$ cat config.mk
export PLATFORM = sky130hd
export DESIGN_NAME = ies_selector
export DESIGN_NICKNAME = d
export VERILOG_FILES = /design/src/ies_pkg.sv /design/src/ies_selector.sv /design/src/ies_route.sv
export VERILOG_INCLUDE_DIRS = /design/src
export SDC_FILE = /design/constraint.sdc
export NUM_CORES = 1
export LEC_CHECK = 0
export ABC_AREA = 1
export BUFFER_PORTS_ARGS = -buffer_cell sky130_fd_sc_hd__buf_2
export CAP_MARGIN = 10
export CORE_UTILIZATION = 59
export DETAILED_ROUTE_END_ITERATION = 10
export PLACE_DENSITY = 0.89
export REMOVE_ABC_BUFFERS = 1
export SLEW_MARGIN = 25
export SYNTH_ARGS = -nofsm -noshare
export SYNTH_HDL_FRONTEND = slang
export SYNTH_HIERARCHICAL = 1
export SYNTH_SLANG_ARGS = --single-unit
$ cat constraint.sdc
create_clock -name pclk -period 2.6 [get_ports pclk]
set_input_delay 0.13 -clock pclk [delete_from_list [all_inputs] [get_ports pclk]]
set_output_delay 0.13 -clock pclk [all_outputs]
set_load 0.01 [all_outputs]
$ cat src/ies_regs.svh
// ies_regs.svh: register offsets, field positions, reset values of the interrupt event selector
// assumes an APB slave decoding the full 32-bit byte address of a word map
`ifndef IES_REGS_SVH
`define IES_REGS_SVH

`define IES_SEL_HIGH_OFS 32'h019c0000
`define IES_SEL_LOW_OFS 32'h019c0004
`define IES_STATUS_OFS 32'h019c0008
`define IES_MASK_OFS 32'h019c000c
`define IES_FIELD_W 5
`define IES_FIELD_LSB0 0
`define IES_FIELD_LSB1 5
`define IES_FIELD_LSB2 10
`define IES_FIELD_LSB3 16
`define IES_FIELD_LSB4 21
`define IES_FIELD_LSB5 26
`define IES_SEL_LOW_RST 32'h250718a4
`define IES_SEL_HIGH_RST 32'h08202d43
`define IES_SEL_VALID_MASK 32'h7fff7fff
`define IES_CODE_TIMER0 5'h01
`define IES_CODE_TIMER1 5'h02
`define IES_CODE_SDRAM 5'h03
`define IES_CODE_PIN4 5'h04
`define IES_CODE_DMA 5'h08
`define IES_CODE_SER0_TX 5'h0c
`define IES_CODE_SER0_RX 5'h0d
`define IES_CODE_SER1_TX 5'h0e
`define IES_CODE_SER1_RX 5'h0f

`endif

$ cat src/ies_pkg.sv
// ies_pkg.sv: types shared by the interrupt event selector
// assumes ies_regs.svh is compiled alongside
package ies_pkg;
    typedef logic [4:0] ies_code_type;

    // raw peripheral event sources, one bit each
    typedef struct packed {
        logic [3:0] ext_pin;   // pins 7..4 at bits 3..0
        logic dma_done;
        logic sdram_refresh;
        logic timer0;
        logic timer1;
        logic ser0_tx;
        logic ser0_rx;
        logic ser1_tx;
        logic ser1_rx;
    } ies_events_type;

    typedef struct packed {
        logic [31:0] prdata;
        logic pready;
        logic pslverr;
    } ies_apb_out_type;
endpackage : ies_pkg

$ cat src/ies_selector.sv
// ies_selector.sv: interrupt event selector, sixteen prioritized core lines behind APB
// assumes synchronous event inputs and an APB master on pclk
`timescale 1ns/10ps
`include "ies_regs.svh"
module ies_selector
    import ies_pkg::*;
(
    input wire logic pclk, // 50 MHz system clock
    input wire logic presetn, // async reset, active low
    input wire logic psel, // apb select
    input wire logic penable, // apb access phase
    input wire logic pwrite, // apb direction
    input wire logic [31:0] paddr, // apb byte address
    input wire logic [31:0] pwdata, // apb write data
    output logic [31:0] prdata, // apb read data
    output logic pready, // apb ready
    output logic pslverr, // apb error, unmapped address
    input wire logic reset_event, // device reset request
    input wire logic nmi_event, // non-maskable interrupt
    input wire ies_events_type events, // peripheral events
    output logic [15:0] core_int_q, // lines to core, bit n is line n
    output logic irq_q // summary interrupt, level
);
    typedef struct packed {
        logic [31:0] sel_high;
        logic [31:0] sel_low;
        logic [11:0] status;
        logic [11:0] mask;
        logic [3:0] fixed;
        ies_apb_out_type apb;
        logic irq;
    } ies_state_type;

    ies_state_type s_q;
    ies_state_type s_d;
    logic [11:0] routed;
    logic [11:0] routed_prev_q;
    logic [11:0] rise;
    logic acc;
    logic wr;

    // one router per maskable line; fields sit at the same six positions in both registers
    genvar gi;
    generate
        for (gi = 0; gi < 12; gi++) begin : g_line
            localparam int FI = gi % 6;
            localparam int LSB = (FI == 0) ? `IES_FIELD_LSB0 : (FI == 1) ? `IES_FIELD_LSB1 :
                (FI == 2) ? `IES_FIELD_LSB2 : (FI == 3) ? `IES_FIELD_LSB3 :
                (FI == 4) ? `IES_FIELD_LSB4 : `IES_FIELD_LSB5;
            ies_code_type code;
            // lines 4..9 from low register, 10..15 from high
            assign code = (gi < 6) ? s_q.sel_low[LSB +: `IES_FIELD_W]
                                   : s_q.sel_high[LSB +: `IES_FIELD_W];
            ies_route u_route (
                .pclk(pclk),
                .presetn(presetn),
                .code(code),
                .ev(events),
                .line_q(routed[gi])
            );
        end
    endgenerate

    // edge history for sticky status, so a held level counts once
    always_ff @(posedge pclk or negedge presetn) begin
        if (!presetn) begin
            routed_prev_q <= '0;
        end else begin
            routed_prev_q <= routed;
        end
    end
    assign rise = routed & ~routed_prev_q;

    assign acc = psel && penable;
    assign wr = acc && pwrite;

    // register file, status, fixed lines; answers every access in its first access cycle
    always_comb begin
        s_d = s_q;
        s_d.apb.pready = 1'b0;
        s_d.apb.pslverr = 1'b0;
        // lines 0..1 carry reset and nmi, lines 2..3 held low; never selectable
        s_d.fixed = {2'b00, nmi_event, reset_event};
        if (psel && !penable) begin
            s_d.apb.pready = 1'b1;
            s_d.apb.prdata = '0;
            case (paddr)
                `IES_SEL_HIGH_OFS: s_d.apb.prdata = s_q.sel_high;
                `IES_SEL_LOW_OFS: s_d.apb.prdata = s_q.sel_low;
                `IES_STATUS_OFS: s_d.apb.prdata = {20'h00000, s_q.status};
                `IES_MASK_OFS: s_d.apb.prdata = {20'h00000, s_q.mask};
                default: s_d.apb.pslverr = 1'b1;
            endcase
        end
        if (wr) begin
            case (paddr)
                `IES_SEL_HIGH_OFS: s_d.sel_high = pwdata & `IES_SEL_VALID_MASK;
                `IES_SEL_LOW_OFS: s_d.sel_low = pwdata & `IES_SEL_VALID_MASK;
                `IES_STATUS_OFS: s_d.status = s_q.status & ~pwdata[11:0];
                `IES_MASK_OFS: s_d.mask = pwdata[11:0];
                default: ;
            endcase
        end
        // set wins over a write-one clear in the same cycle
        s_d.status = s_d.status | rise;
        s_d.irq = |(s_d.status & s_d.mask);
    end

    always_ff @(posedge pclk or negedge presetn) begin
        if (!presetn) begin
            s_q <= '0;
            s_q.sel_high <= `IES_SEL_HIGH_RST;
            s_q.sel_low <= `IES_SEL_LOW_RST;
        end else begin
            s_q <= s_d;
        end
    end

    // line n is bit n: position fixes priority, 0 highest, 15 lowest
    assign core_int_q = {routed, s_q.fixed};
    assign irq_q = s_q.irq;
    assign prdata = s_q.apb.prdata;
    assign pready = s_q.apb.pready;
    assign pslverr = s_q.apb.pslverr;

    // defaults after reset: line 4 takes pin 4, line 14 timer0
    reset_codes_a: assert property (@(posedge pclk) $rose(presetn) |->
        s_q.sel_low[4:0] == 5'h04 && s_q.sel_high[25:21] == 5'h01)
        else $error("selector reset codes wrong");
    reset_high_a: assert property (@(posedge pclk) $rose(presetn) |->
        s_q.sel_high[4:0] == 5'h03 && s_q.sel_high[20:16] == 5'h00)
        else $error("high selector reset codes wrong");
    // timer0 event on a line coded 00001 shows one cycle later
    timer_route_a: assert property (@(posedge pclk) disable iff (!presetn)
        events.timer0 && s_q.sel_high[25:21] == 5'h01 |=> core_int_q[14])
        else $error("timer0 not routed");
    pin_route_a: assert property (@(posedge pclk) disable iff (!presetn)
        events.ext_pin[0] && s_q.sel_low[4:0] == 5'h04 |=> core_int_q[4])
        else $error("pin 4 not routed");
    dma_route_a: assert property (@(posedge pclk) disable iff (!presetn)
        events.dma_done && s_q.sel_low[25:21] == 5'h08 |=> core_int_q[8])
        else $error("dma not routed");
    serial_route_a: assert property (@(posedge pclk) disable iff (!presetn)
        events.ser1_rx && s_q.sel_high[30:26] == 5'h0f |=> core_int_q[15])
        else $error("serial rx not routed");
    idle_code_a: assert property (@(posedge pclk) disable iff (!presetn)
        s_q.sel_high[20:16] == 5'h00 |=> !core_int_q[13])
        else $error("empty code drove a line");
    fixed_line_a: assert property (@(posedge pclk) disable iff (!presetn)
        nmi_event |=> core_int_q[1] && !core_int_q[2] && !core_int_q[3])
        else $error("fixed lines wrong");
    sel_write_a: assert property (@(posedge pclk) disable iff (!presetn)
        wr && paddr == `IES_SEL_LOW_OFS |=> s_q.sel_low == ($past(pwdata) & `IES_SEL_VALID_MASK))
        else $error("low selector write lost");
    status_sticky_a: assert property (@(posedge pclk) disable iff (!presetn)
        rise[0] |=> s_q.status[0] ##1 (s_q.status[0] || $past(wr) && $past(paddr) == `IES_STATUS_OFS))
        else $error("status bit not sticky");
endmodule : ies_selector

$ cat src/ies_route.sv
// ies_route.sv: one selected line; decodes a selector code to its event source
// assumes events are synchronous one-clock levels or pulses
`timescale 1ns/10ps
`include "ies_regs.svh"
module ies_route
    import ies_pkg::*;
(
    input wire logic pclk, // system clock
    input wire logic presetn, // async reset, active low
    input wire ies_code_type code, // selector field for this line
    input wire ies_events_type ev, // all event sources
    output logic line_q // registered line level
);
    typedef struct packed {
        logic line;
    } ies_route_state_type;

    ies_route_state_type s_q;
    ies_route_state_type s_d;
    logic hit;

    // code decode; unused and reserved codes give no source
    always_comb begin
        case (code)
            `IES_CODE_TIMER0: hit = ev.timer0;
            `IES_CODE_TIMER1: hit = ev.timer1;
            `IES_CODE_SDRAM: hit = ev.sdram_refresh;
            5'h04, 5'h05, 5'h06, 5'h07: hit = ev.ext_pin[code[1:0]];
            `IES_CODE_DMA: hit = ev.dma_done;
            `IES_CODE_SER0_TX: hit = ev.ser0_tx;
            `IES_CODE_SER0_RX: hit = ev.ser0_rx;
            `IES_CODE_SER1_TX: hit = ev.ser1_tx;
            `IES_CODE_SER1_RX: hit = ev.ser1_rx;
            default: hit = 1'b0;
        endcase
        s_d.line = hit;
    end

    always_ff @(posedge pclk or negedge presetn) begin
        if (!presetn) begin
            s_q <= '0;
        end else begin
            s_q <= s_d;
        end
    end

    assign line_q = s_q.line;
endmodule : ies_route

-- After elaboration in Yosys (flattened, before gate mapping)
Index checks and enable logic that the tools add are counted.
- register bits after elaboration: 144
- latch bits: 0
- memory bits (writable): 0
- bits in read-only memories: 0
- bits of input ports: 83
- output and inout bits: 51
- word-level logic and storage cells: 250
- memories: 0
- add/subtract/negate cells: 0
- multipliers: 0
- divide/modulo/power cells: 0
- magnitude comparators: 12
- equal/unequal tests: 148
- shift operators: 0
- multiplexer cells: 42
- bitwise logic cells: 6
- reductions and logical operators: 20
- operator list (operator ; count):
    $eq 5x4->1 const B ; 60
    $eq 5x3->1 const B ; 48
    $eq 32x25->1 const B ; 4
    $pmux 31 s4 ; 1
    $eq 5x2->1 const B ; 24
    $pmux 1 s9 ; 12
    $eq 5x1->1 const B ; 12
    $reduce_or 4->1 ; 13
    $and 12x12->12 ; 3
    $lt 2x3->1 const B ; 12
    $bmux 1 s2 ; 12
    $mux 12 ; 2
    $mux 24 ; 1
    $not 12->12 ; 2
    $mux 1 ; 13
    $or 12x12->12 ; 1
    $reduce_or 12->1 ; 1
    $reduce_and 2->1 ; 2
    $logic_and 1x1->1 ; 3
    $mux 2 ; 1
    $logic_not 1->1 ; 1

-- Depth between registers and ports, before layout
Gate-level depths: netlist of run 1.
- depth in word-level cells: 7
- mapped depth: 13
- gate-level depth less buffers: 13

-- Hierarchy
The synthesis of run 1 kept the hierarchy.
- modules (own cells, without submodules) (module ; times used ; cells each ; area an instance (µm²) ; sequential area each (µm²)):
    ies_selector ; 1 ; 749 ; 6232.2 ; 3303.2
    ies_route ; 12 ; 32 ; 216.5 ; 25.0

-- Least setup slack after synthesis of run 1
Ideal clock, no wire load.
- path kind: input port to flip-flop
- from: input paddr[7]
- to: register s_q, in the netlist irq_q
- library setup time: 125 ps
- arrival time: 1176 ps
- data required time: 2475 ps
- setup slack: 1299 ps
- cell stages on the path: 13
- path buffers: 1
- cells stage by stage: nor2_1 > nand2_2 > inv_2 > nand2_2 > nor2_4 > nand3_4 > buf_6 > nand2_1 > nand2_2 > nand2_1 > nand2_1 > nor2_1 > nand3_1
- RTL lines (item ; RTL line ; RTL):
    from (decl) ; ies_selector.sv:13 ; input wire logic [31:0] paddr,
    to (decl) ; ies_selector.sv:34 ; ies_state_type s_q;

==> metrics, run 1 <==
largest net degree at the start of global routing between 60 and 70; via count between 8000 and 9000; DRT iter0 DRCs 762; dominant cell type by area after synthesis dfrtp_1; routed wire length roughly 23000 µm; clock slew at reported path FFs roughly 60 ps; Worst-Skew Late Latency 430 ps; DRT Pass-1 Iters 6; # placed instances 1364; distinct cell type count of the synthesized netlist 28; post-CTS sizing 0; vias in the first global route 7866; most frequent cells in the layout nand2_1 (247), nand3_1 (192), buf_2 (126), dfrtp_1 (123), inv_1 (86); Tmin final between 1500 and 2000 ps; f_max between 0.6 and 0.7 GHz; initial antenna violation count 0; DIE WIDTH about 120 µm; area share of the largest cell type after synthesis 34.9%; clk sink count 143; Cell Count, Final, Fillers Out between 1000 and 1500; Metal-1 WL between 9000 and 10000 µm; highest metal used met4; commonest non-fill, non-tap cell in the layout nand2_1; detailed placement HPWL 15100 µm; WS Path Type primary input to register; row count 44; critical-path cell list buf_2 -> nor2_1 -> nand2_2 -> inv_2 -> nand2_2 -> nor2_4 -> nand3_1 -> nand2_1 -> nand2_1 -> nand2_1 -> nand2_1 -> nor2_1 -> nand3_1; Crit. End Element register; fraction of final layout cells sized beyond drive strength 1 25.6%; global-route wire length before repair 37900 µm; RSZ-0062 raised after global routing false; switch share a little under a quarter; fin. max-slew vios 0; Core Region ~15000 µm²; Final WS setup ~1100 ps; Reg power frac around 44%; VDD IR max about 0.47 mV; fraction of the yosys area taken by sequential cells 40.8%; CTS tree done; Lkg Pwr roughly 0.005 µW; DR WL/cell 16.1 µm; combinational power share about 6%; final setup vio count 0; Crit Path Max Fanout 24; fin nets around 1300; Setup crit start paddr[7]; crit path launch type primary input; DP Worst Slack slightly below 700 ps; outcome finished clean; CTS Buf Count 17; Worst Path Required between 2000 and 3000 ps; synthesized area 8830 µm²; final hold violation count 0; Top-Level Pins 134; Psw between 1000 and 1500 µW; Clk pwr share 50.3%; Fill cells 1121; Buffers on Ports around 130; slew margin rel. a little under three fifths; met2 WL post-DR between 10000 and 15000 µm; CTS root buf clkbuf_16; Core Util, Final about 69%; Syn Inst Count between 1000 and 1500; Post-Syn Area per Cell about 7.8 µm²; Cell Pwr Density a little over 500 nW/µm²; Die Area 15500 µm²; aggregate global routing overflow 0; Hold Path Class primary input to register; H-tree levels 4; CP peak stage delay between 400 and 500 ps; diode count 0; internal power between 3000 and 4000 µW; Data arrival, critical path ~1800 ps; gpl congestion approximately 0.86; #FFs+latches synth between 100 and 150; Routed Antenna Nets 0; DRC Markers 0; Clock Skews slightly above 7 ps; Worst path slowest cell nor2_4; Clock Tree Buf Depth 2; Via-to-Cell Ratio 5.86; Synth warnings 6; Die H around 120 µm; Tcrit/Tclk final 59.3%; critical path's most frequent cell nand2_1; max_cap viols 0; Overall Power slightly above 5000 µW; met3 wire len between 2000 and 2500 µm; area delta synth->final 14.0%; measured slew at the worst slew-check pin between 600 and 700 ps; hold_sp pwdata[4]; Starting Density 60.5%; GR Util All Layers around 30%; top cells by area, synth dfrtp_1 (35%), nand3_1 (11%), nand2_1 (11%); Reg-to-Reg Start g_line[6].code[1]
power groups by stage:
stage | combinational, µW | sequential, µW | clock (µW)
2_1_floorplan | 76.7 | 2270 | 0
5_1_grt | 343 | 2230 | 2690
4_1_cts | 308 | 2230 | 2580
6_report | 311 | 2230 | 2570
3_3_place_gp | 265 | 2270 | 0
3_5_place_dp | 269 | 2270 | 0
metal layers:
layer  up-vias  track usage (%)
met2       486             49.0
met3        92             6.06
met1      3894             38.8
li1       3899                -
met4         0             15.4
met5         -                0
logic make-up after synthesis:
group / after synthesis / synth area share, %
other: 1 / 0.0425
AOI/OAI and AO/OA: 113 / 6.92
buffers and inverters: 216 / 13.7
DFF: 143 / 40.8
and+or+nand+nor: 660 / 38.5
flip-flops by register name, indices dropped and copies added (netlist names):
name,flops
g_line.code,60
prdata,30
s_q,24
g_line.u_route/line_q,12
routed_prev_q,12
core_int_q,2
irq_q,1
pready,1
pslverr,1
per-stage QoR:
stage          TNS [ps]  area [µm²]  hold slack, ps
6_report              0       10100            30.1
5_1_grt               0       10100            26.9
4_1_cts               0       10100            16.1
3_5_place_dp          0        9130             130
3_3_place_gp          0        9130             123
2_1_floorplan    -37760        8090            -166
synthesized netlist by cell type:
library cell and number:
o21ai_0 2, nand2_1 247, buf_6 26, nand3_4 1
dfstp_2 20, nor2_4 15, nand2_4 1, a21o_1 18
nor3b_1 12, nor3_2 2, buf_4 41, a21oi_1 30
dfrtp_1 123, inv_2 18, conb_1 1, nor2_1 53
clkbuf_1 14, inv_1 86, inv_4 12, buf_2 18
nor3_1 24, nand3_1 194, buf_1 1, o21ai_1 63
nor2_2 12, nand2_2 15, nand3_2 48, nand4_1 36
area by class of cell:
type / count / area [µm²] / area share [%]
multi-input cells: 777 / 4050 / 40.2
inverters: 116 / 465 / 4.62
clock buffers: 24 / 492 / 4.88
well taps: 184 / 230 / 2.29
clock inverters: 8 / 128 / 1.27
flip-flops and latches: 143 / 3600 / 35.8
repair buffers: 176 / 1100 / 10.9
critical path: cells and delay by family:
family | cells | cell delay [ps]
AND/OR/NAND/NOR | 11 | 1510
buffers and inverters | 2 | 180
repair_timing:
action,in CTS,in global routing
hold buffers,32,0
setup buffers,0,0
endpoints found under the hold margin,103,0
path summary, 6_finish.rpt:
| kind | end | slack, ps | cells past startpoint |
|---|---|---|---|
| min in group asynchronous | core_int_q[0] | 230 | 2 |
| max | irq_q | 1060 | 13 |
| min | s_q[43] | 30 | 3 |
| max reg2reg | g_line[6].u_route/line_q | 1250 | 5 |
| min reg2reg | routed_prev_q[6] | 400 | 0 |
| max in group asynchronous | g_line[10].code[0] | 1520 | 3 |
No activity file was read; power rests on OpenSTA's default activity.
==> inputs of run 2 (changes only) <==
--- a/config.mk
+++ b/config.mk
@@ -9,9 +9,9 @@
 export ABC_AREA = 1
 export BUFFER_PORTS_ARGS = -buffer_cell sky130_fd_sc_hd__buf_2
 export CAP_MARGIN = 10
-export CORE_UTILIZATION = 59
+export CORE_UTILIZATION = 52
 export DETAILED_ROUTE_END_ITERATION = 10
-export PLACE_DENSITY = 0.89
+export PLACE_DENSITY = 0.84
 export REMOVE_ABC_BUFFERS = 1
 export SLEW_MARGIN = 25
 export SYNTH_ARGS = -nofsm -noshare
==> constraint.sdc (replaced) <==
create_clock -name pclk -period 1.4 [get_ports pclk]
set_input_delay 0.07 -clock pclk [delete_from_list [all_inputs] [get_ports pclk]]
set_output_delay 0.07 -clock pclk [all_outputs]
set_load 0.01 [all_outputs]
==> metrics, run 2 (synthesis results as in run 1) <==
outcome finished clean; VDD IR max 0.846 mV; Overall Power slightly above 9000 µW; WS Path Type register to register; Hold Crit Depth 3; max_cap viols 0; clk sink count between 100 and 150; CTS tree done; fin. max-slew vios 0; final setup vio count 0; gpl congestion about 0.89; Setup crit start g_line[1].code[0]; Reg-to-Reg Start g_line[1].code[0]; Clock Tree Buf Depth 2; DRT iter0 DRCs between 700 and 800; DIE WIDTH between 100 and 150 µm; Buffers on Ports approximately 130; Hold Path Class primary input to register; Setup Fix Bufs, Post-CTS 0; Clock Skews around 8.0 ps; Lkg Pwr ~0.0050 µW; DR WL/cell about 15 µm; Tmin final around 1300 ps; storage element area about 3600 µm²; hold_sp penable; GR Util All Layers approximately 27%; fraction of final layout cells sized beyond drive strength 1 about a quarter; combinational power share 6.5%; via count ~8300; footprint of the multi-input gates 4050 µm²; post-CTS sizing 0; CP peak stage delay 680 ps; f_max between 0.7 and 0.8 GHz; Data arrival, critical path ~1600 ps; Die H 132 µm; initial antenna violation count 0; Psw around 2100 µW; Worst path slowest cell dfstp_2; CTS root buf clkbuf_16; worst hold slack around 37 ps; R2R cell count 5; Worst-Skew Late Latency around 430 ps; most frequent cells in the layout nand2_1 (247), nand3_1 (192), buf_2 (126), dfrtp_1 (123), inv_1 (86); Starting Density approximately 53%; Largest register FFs 60; Tcrit/Tclk final 92.9%; detailed placement HPWL 15700 µm; Cell Pwr Density 896 nW/µm²; commonest non-fill, non-tap cell in the layout nand2_1; Die Area 17500 µm²; Fill cells 1484; DRC Markers 0; routed wire length 22700 µm; diode count 0; H-tree levels 4; internal power ~7000 µW; Worst Path Required ~1700 ps; DRT Pass-1 Iters 5; critical-path cell list inv_4 -> nand3_2 -> nand3_2 -> a21oi_1 -> nand3_1; Routed Antenna Nets 0; Clk pwr share 48.7%; row count between 40 and 50; Crit Path Max Fanout 10; Reg power frac between 40% and 50%; area delta synth->final 16.9%; CTS hold repair buffers 33; largest net degree at the start of global routing just over 60; switch share 22.6%; critical path's most frequent cell nand3_2; clock slew at reported path FFs 60 ps; global-route wire length before repair about 38000 µm; Top-Level Pins between 100 and 150; crit path launch type register; RSZ-0062 raised after global routing false; Crit. End Element register; CTS Buf Count 17; Via-to-Cell Ratio 5.59; aggregate global routing overflow 0; final hold violation count 0; Core Region around 17000 µm²; vias in the first global route 7756; fin nets between 1000 and 1500
==> run 2: cell count changes in the layout (fill, tap and decap cells not counted) <==
cell and delta:
buf_12 +9, buf_4 +6, clkinv_2 +3, clkbuf_1 -2, clkinvlp_4 +2, inv_6 -2
bufinv_16 -1, dlygate4sd3_1 +1
==> run 2: through the flow <==
| stage | instances | util, % | TNS, ps | setup WS (ps) | instance area, µm² |
|---|---|---|---|---|---|
| finish | 1480 | 62.3 | 0 | 99.1 | 10300 |
| floorplan | 1036 | - | -116710 | -1780 | 8090 |
| CTS | 1480 | 62.3 | 0 | 120 | 10300 |
| detailed placement | 1415 | 56.7 | -4670 | -151 | 9400 |
| global route | 1480 | 62.3 | 0 | 4.52 | 10300 |
| global placement | 1415 | 56.7 | -2450 | -110 | 9400 |
==> run 2: power groups by stage <==
stage | Sequential, µW | Clock (µW) | Combinational, µW
after floorplan | 4220 | 0 | 142
after global placement | 4220 | 0 | 522
after detailed placement | 4220 | 0 | 530
after CTS | 4140 | 4570 | 602
after global routing | 4140 | 4750 | 662
final | 4140 | 4500 | 600
==> run 2: critical path, delay by kind of cell (launching register included) <==
family	cells	cell delay, ps
compound gates	1	130
buf+inv	1	60
simple gates	3	280
flops	1	680
==> run 2: layout make-up <==
class                           count  area share [%]
Multi-Input combinational cell    777            39.2
Sequential cell                   143            34.9
Timing Repair Buffer              192            13.0
Clock buffer                       22            4.69
Inverter                          116            4.51
Tap cell                          220            2.67
Clock inverter                     10            1.07
==> run 2: worst paths after layout <==
check	endpoint	slack, ps
max in group asynchronous	g_line[6].code[0]	630
min in group asynchronous	routed_prev_q[7]	120
min reg2reg	routed_prev_q[5]	400
max	g_line[1].u_route/line_q	100
min	pready	40
max reg2reg	g_line[1].u_route/line_q	100
==> run 2: metal layers <==
layer  vias to the layer above  share of wire (%)  wire [µm]  GRT usage (%)
met3                        59                7.1       1600           4.65
met2                       366                 48      10900           44.7
met1                      3913                 42       9590           35.6
met5                         -                  0          0              0
met4                         0                2.8        641           11.2
li1                       3933                  -          -              -
==> inputs of run 3 (changes only) <==
--- a/config.mk
+++ b/config.mk
@@ -9,11 +9,13 @@
 export ABC_AREA = 1
 export BUFFER_PORTS_ARGS = -buffer_cell sky130_fd_sc_hd__buf_2
 export CAP_MARGIN = 10
-export CORE_UTILIZATION = 52
+export CELL_PAD_IN_SITES_DETAIL_PLACEMENT = 1
+export CELL_PAD_IN_SITES_GLOBAL_PLACEMENT = 2
+export CORE_UTILIZATION = 30
 export DETAILED_ROUTE_END_ITERATION = 10
-export PLACE_DENSITY = 0.84
+export PLACE_DENSITY = 0.83
+export RECOVER_POWER = 100
 export REMOVE_ABC_BUFFERS = 1
-export SLEW_MARGIN = 25
 export SYNTH_ARGS = -nofsm -noshare
 export SYNTH_HDL_FRONTEND = slang
 export SYNTH_HIERARCHICAL = 1
==> metrics, run 3 (synthesis results as in run 1) <==
outcome finished clean; Data arrival, critical path approximately 1600 ps; Buffers on Ports 127; gpl congestion 0.817; row count between 60 and 70; f_max roughly 0.76 GHz; global-route wire length before repair 45700 µm; detailed placement HPWL slightly below 20000 µm; DRT iter0 DRCs ~420; GR Util All Layers a little under a fifth; Cell Pwr Density between 900 and 1000 nW/µm²; via count about 8100; max_cap viols 0; clock slew at reported path FFs ~70 ps; Routed Antenna Nets 0; aggregate global routing overflow 0; Die H roughly 170 µm; clk sink count roughly 140; CTS Buf Count 17; DIE WIDTH approximately 170 µm; Core Util, Final 36.5%; routed wire length roughly 27000 µm; slew margin rel. 35.7%; most frequent cells in the layout nand2_1 (253), nand3_1 (194), dfrtp_1 (122), inv_1 (92), buf_2 (72); vias in the first global route 8493; final setup vio count 0; Top-Level Pins roughly 130; CP peak stage delay between 600 and 700 ps; Hold Path Class primary input to register; Worst Path Required roughly 1700 ps; critical path's most frequent cell nand3_2; Design Area, Final between 10000 and 15000 µm²; DRC Markers 0; DR WL/cell about 17 µm; CTS root buf clkbuf_16; DP Area approximately 10000 µm²; Worst path slowest cell dfstp_2; CTS tree done; cell family with most CP delay flip-flops; fin nets about 1300; WS Path Type register to register; fin. max-slew vios 0; Via-to-Cell Ratio 4.88; final hold violation count 0; area delta synth->final 19.3%; Clock Skews 8.02 ps; Die Area roughly 30000 µm²; Core Region just under 30000 µm²; Largest register FFs 60; # placed instances approximately 1600; measured slew at the worst slew-check pin 965 ps; commonest non-fill, non-tap cell in the layout nand2_1; Crit Path Max Fanout 10; CP bufs+invs 1; diode count 0; Tcrit/Tclk final between 90% and 100%; initial antenna violation count 1; VDD IR max just under 0.8 mV; RSZ-0062 raised after global routing false; Starting Density a little under a third; H-tree levels 4; largest net degree at the start of global routing 61; Tmin final roughly 1300 ps; critical-path cell list inv_4 -> nand3_2 -> nand3_2 -> a21oi_1 -> nand3_1; fraction of final layout cells sized beyond drive strength 1 a little over a fifth; Clock Tree Buf Depth 2; Fill cells 3591; crit path launch type register; Lkg Pwr just under 0.005 µW; Worst-Skew Late Latency approximately 440 ps; Cell Count, Final, Fillers Out roughly 1700; Crit. End Element register; DRT Pass-1 Iters 5
[run 3: timing repair]
item / 4_1_cts / 5_1_grt
buffers inserted: 0 / 0
endpoints found under the hold margin: 196 / 0
gates resized for setup: 0 / 1
hold buffers: 33 / 0
endpoints found under the setup margin: 0 / 1
[run 3: worst reg2reg max path, delay by kind of cell (launching register included)]
kind,cells,cell delay [ps]
compound gates,1,140
buf+inv,1,60
flops,1,690
simple gates,3,290
[run 3: area by class of cell]
| cell class | count | area [µm²] | area share, % |
|---|---|---|---|
| flip-flops and latches | 143 | 3600 | 34.2 |
| inverters | 116 | 460 | 4.37 |
| repair buffers | 198 | 1320 | 12.5 |
| clock inverters | 11 | 178 | 1.69 |
| clock buffers | 21 | 470 | 4.47 |
| well taps | 384 | 480 | 4.56 |
| multi-input cells | 777 | 4020 | 38.2 |
[run 3: final timing paths]
| kind | start | end | slack [ps] | cells past startpoint |
|---|---|---|---|---|
| setup / recovery | g_line[1].code[0] | g_line[1].u_route/line_q | 80 | 5 |
| hold reg to reg | g_line[2].u_route/line_q | routed_prev_q[2] | 410 | 0 |
| hold / removal | penable | pslverr | 200 | 5 |
| max in group asynchronous | presetn | g_line[5].code[0] | 190 | 3 |
| min in group asynchronous | presetn | core_int_q[1] | 310 | 2 |
| setup reg to reg | g_line[1].code[0] | g_line[1].u_route/line_q | 80 | 5 |
[run 3: power by group]
group	leakage, µW	switching, µW	internal, µW	total (µW)
clock network	0.000318	1940	3150	5090
logic	0.00267	394	213	607
registers	0.00185	1.36	4140	4140
total	0.00484	2340	7500	9840
[run 3: per-layer routing]
metal	vias to the layer above	wire [µm]	global-route usage (%)
li1	3937	-	-
met1	3949	13200	25.7
met2	134	13200	32.0
met3	30	779	2.70
met4	2	323	5.64
met5	-	10	0
[run 3: per-stage QoR]
step           total power (µW)  setup slack (ps)  hold WS (ps)  setup TNS, ps
2_1_floorplan              4360             -1780          -226        -116710
3_3_place_gp               4780              -178         -8.16          -4550
3_5_place_dp               4780              -216         -9.31          -7000
4_1_cts                    9950              83.9          37.6              0
5_1_grt                   10200              1.35           262              0
6_report                   9840              78.0           202              0
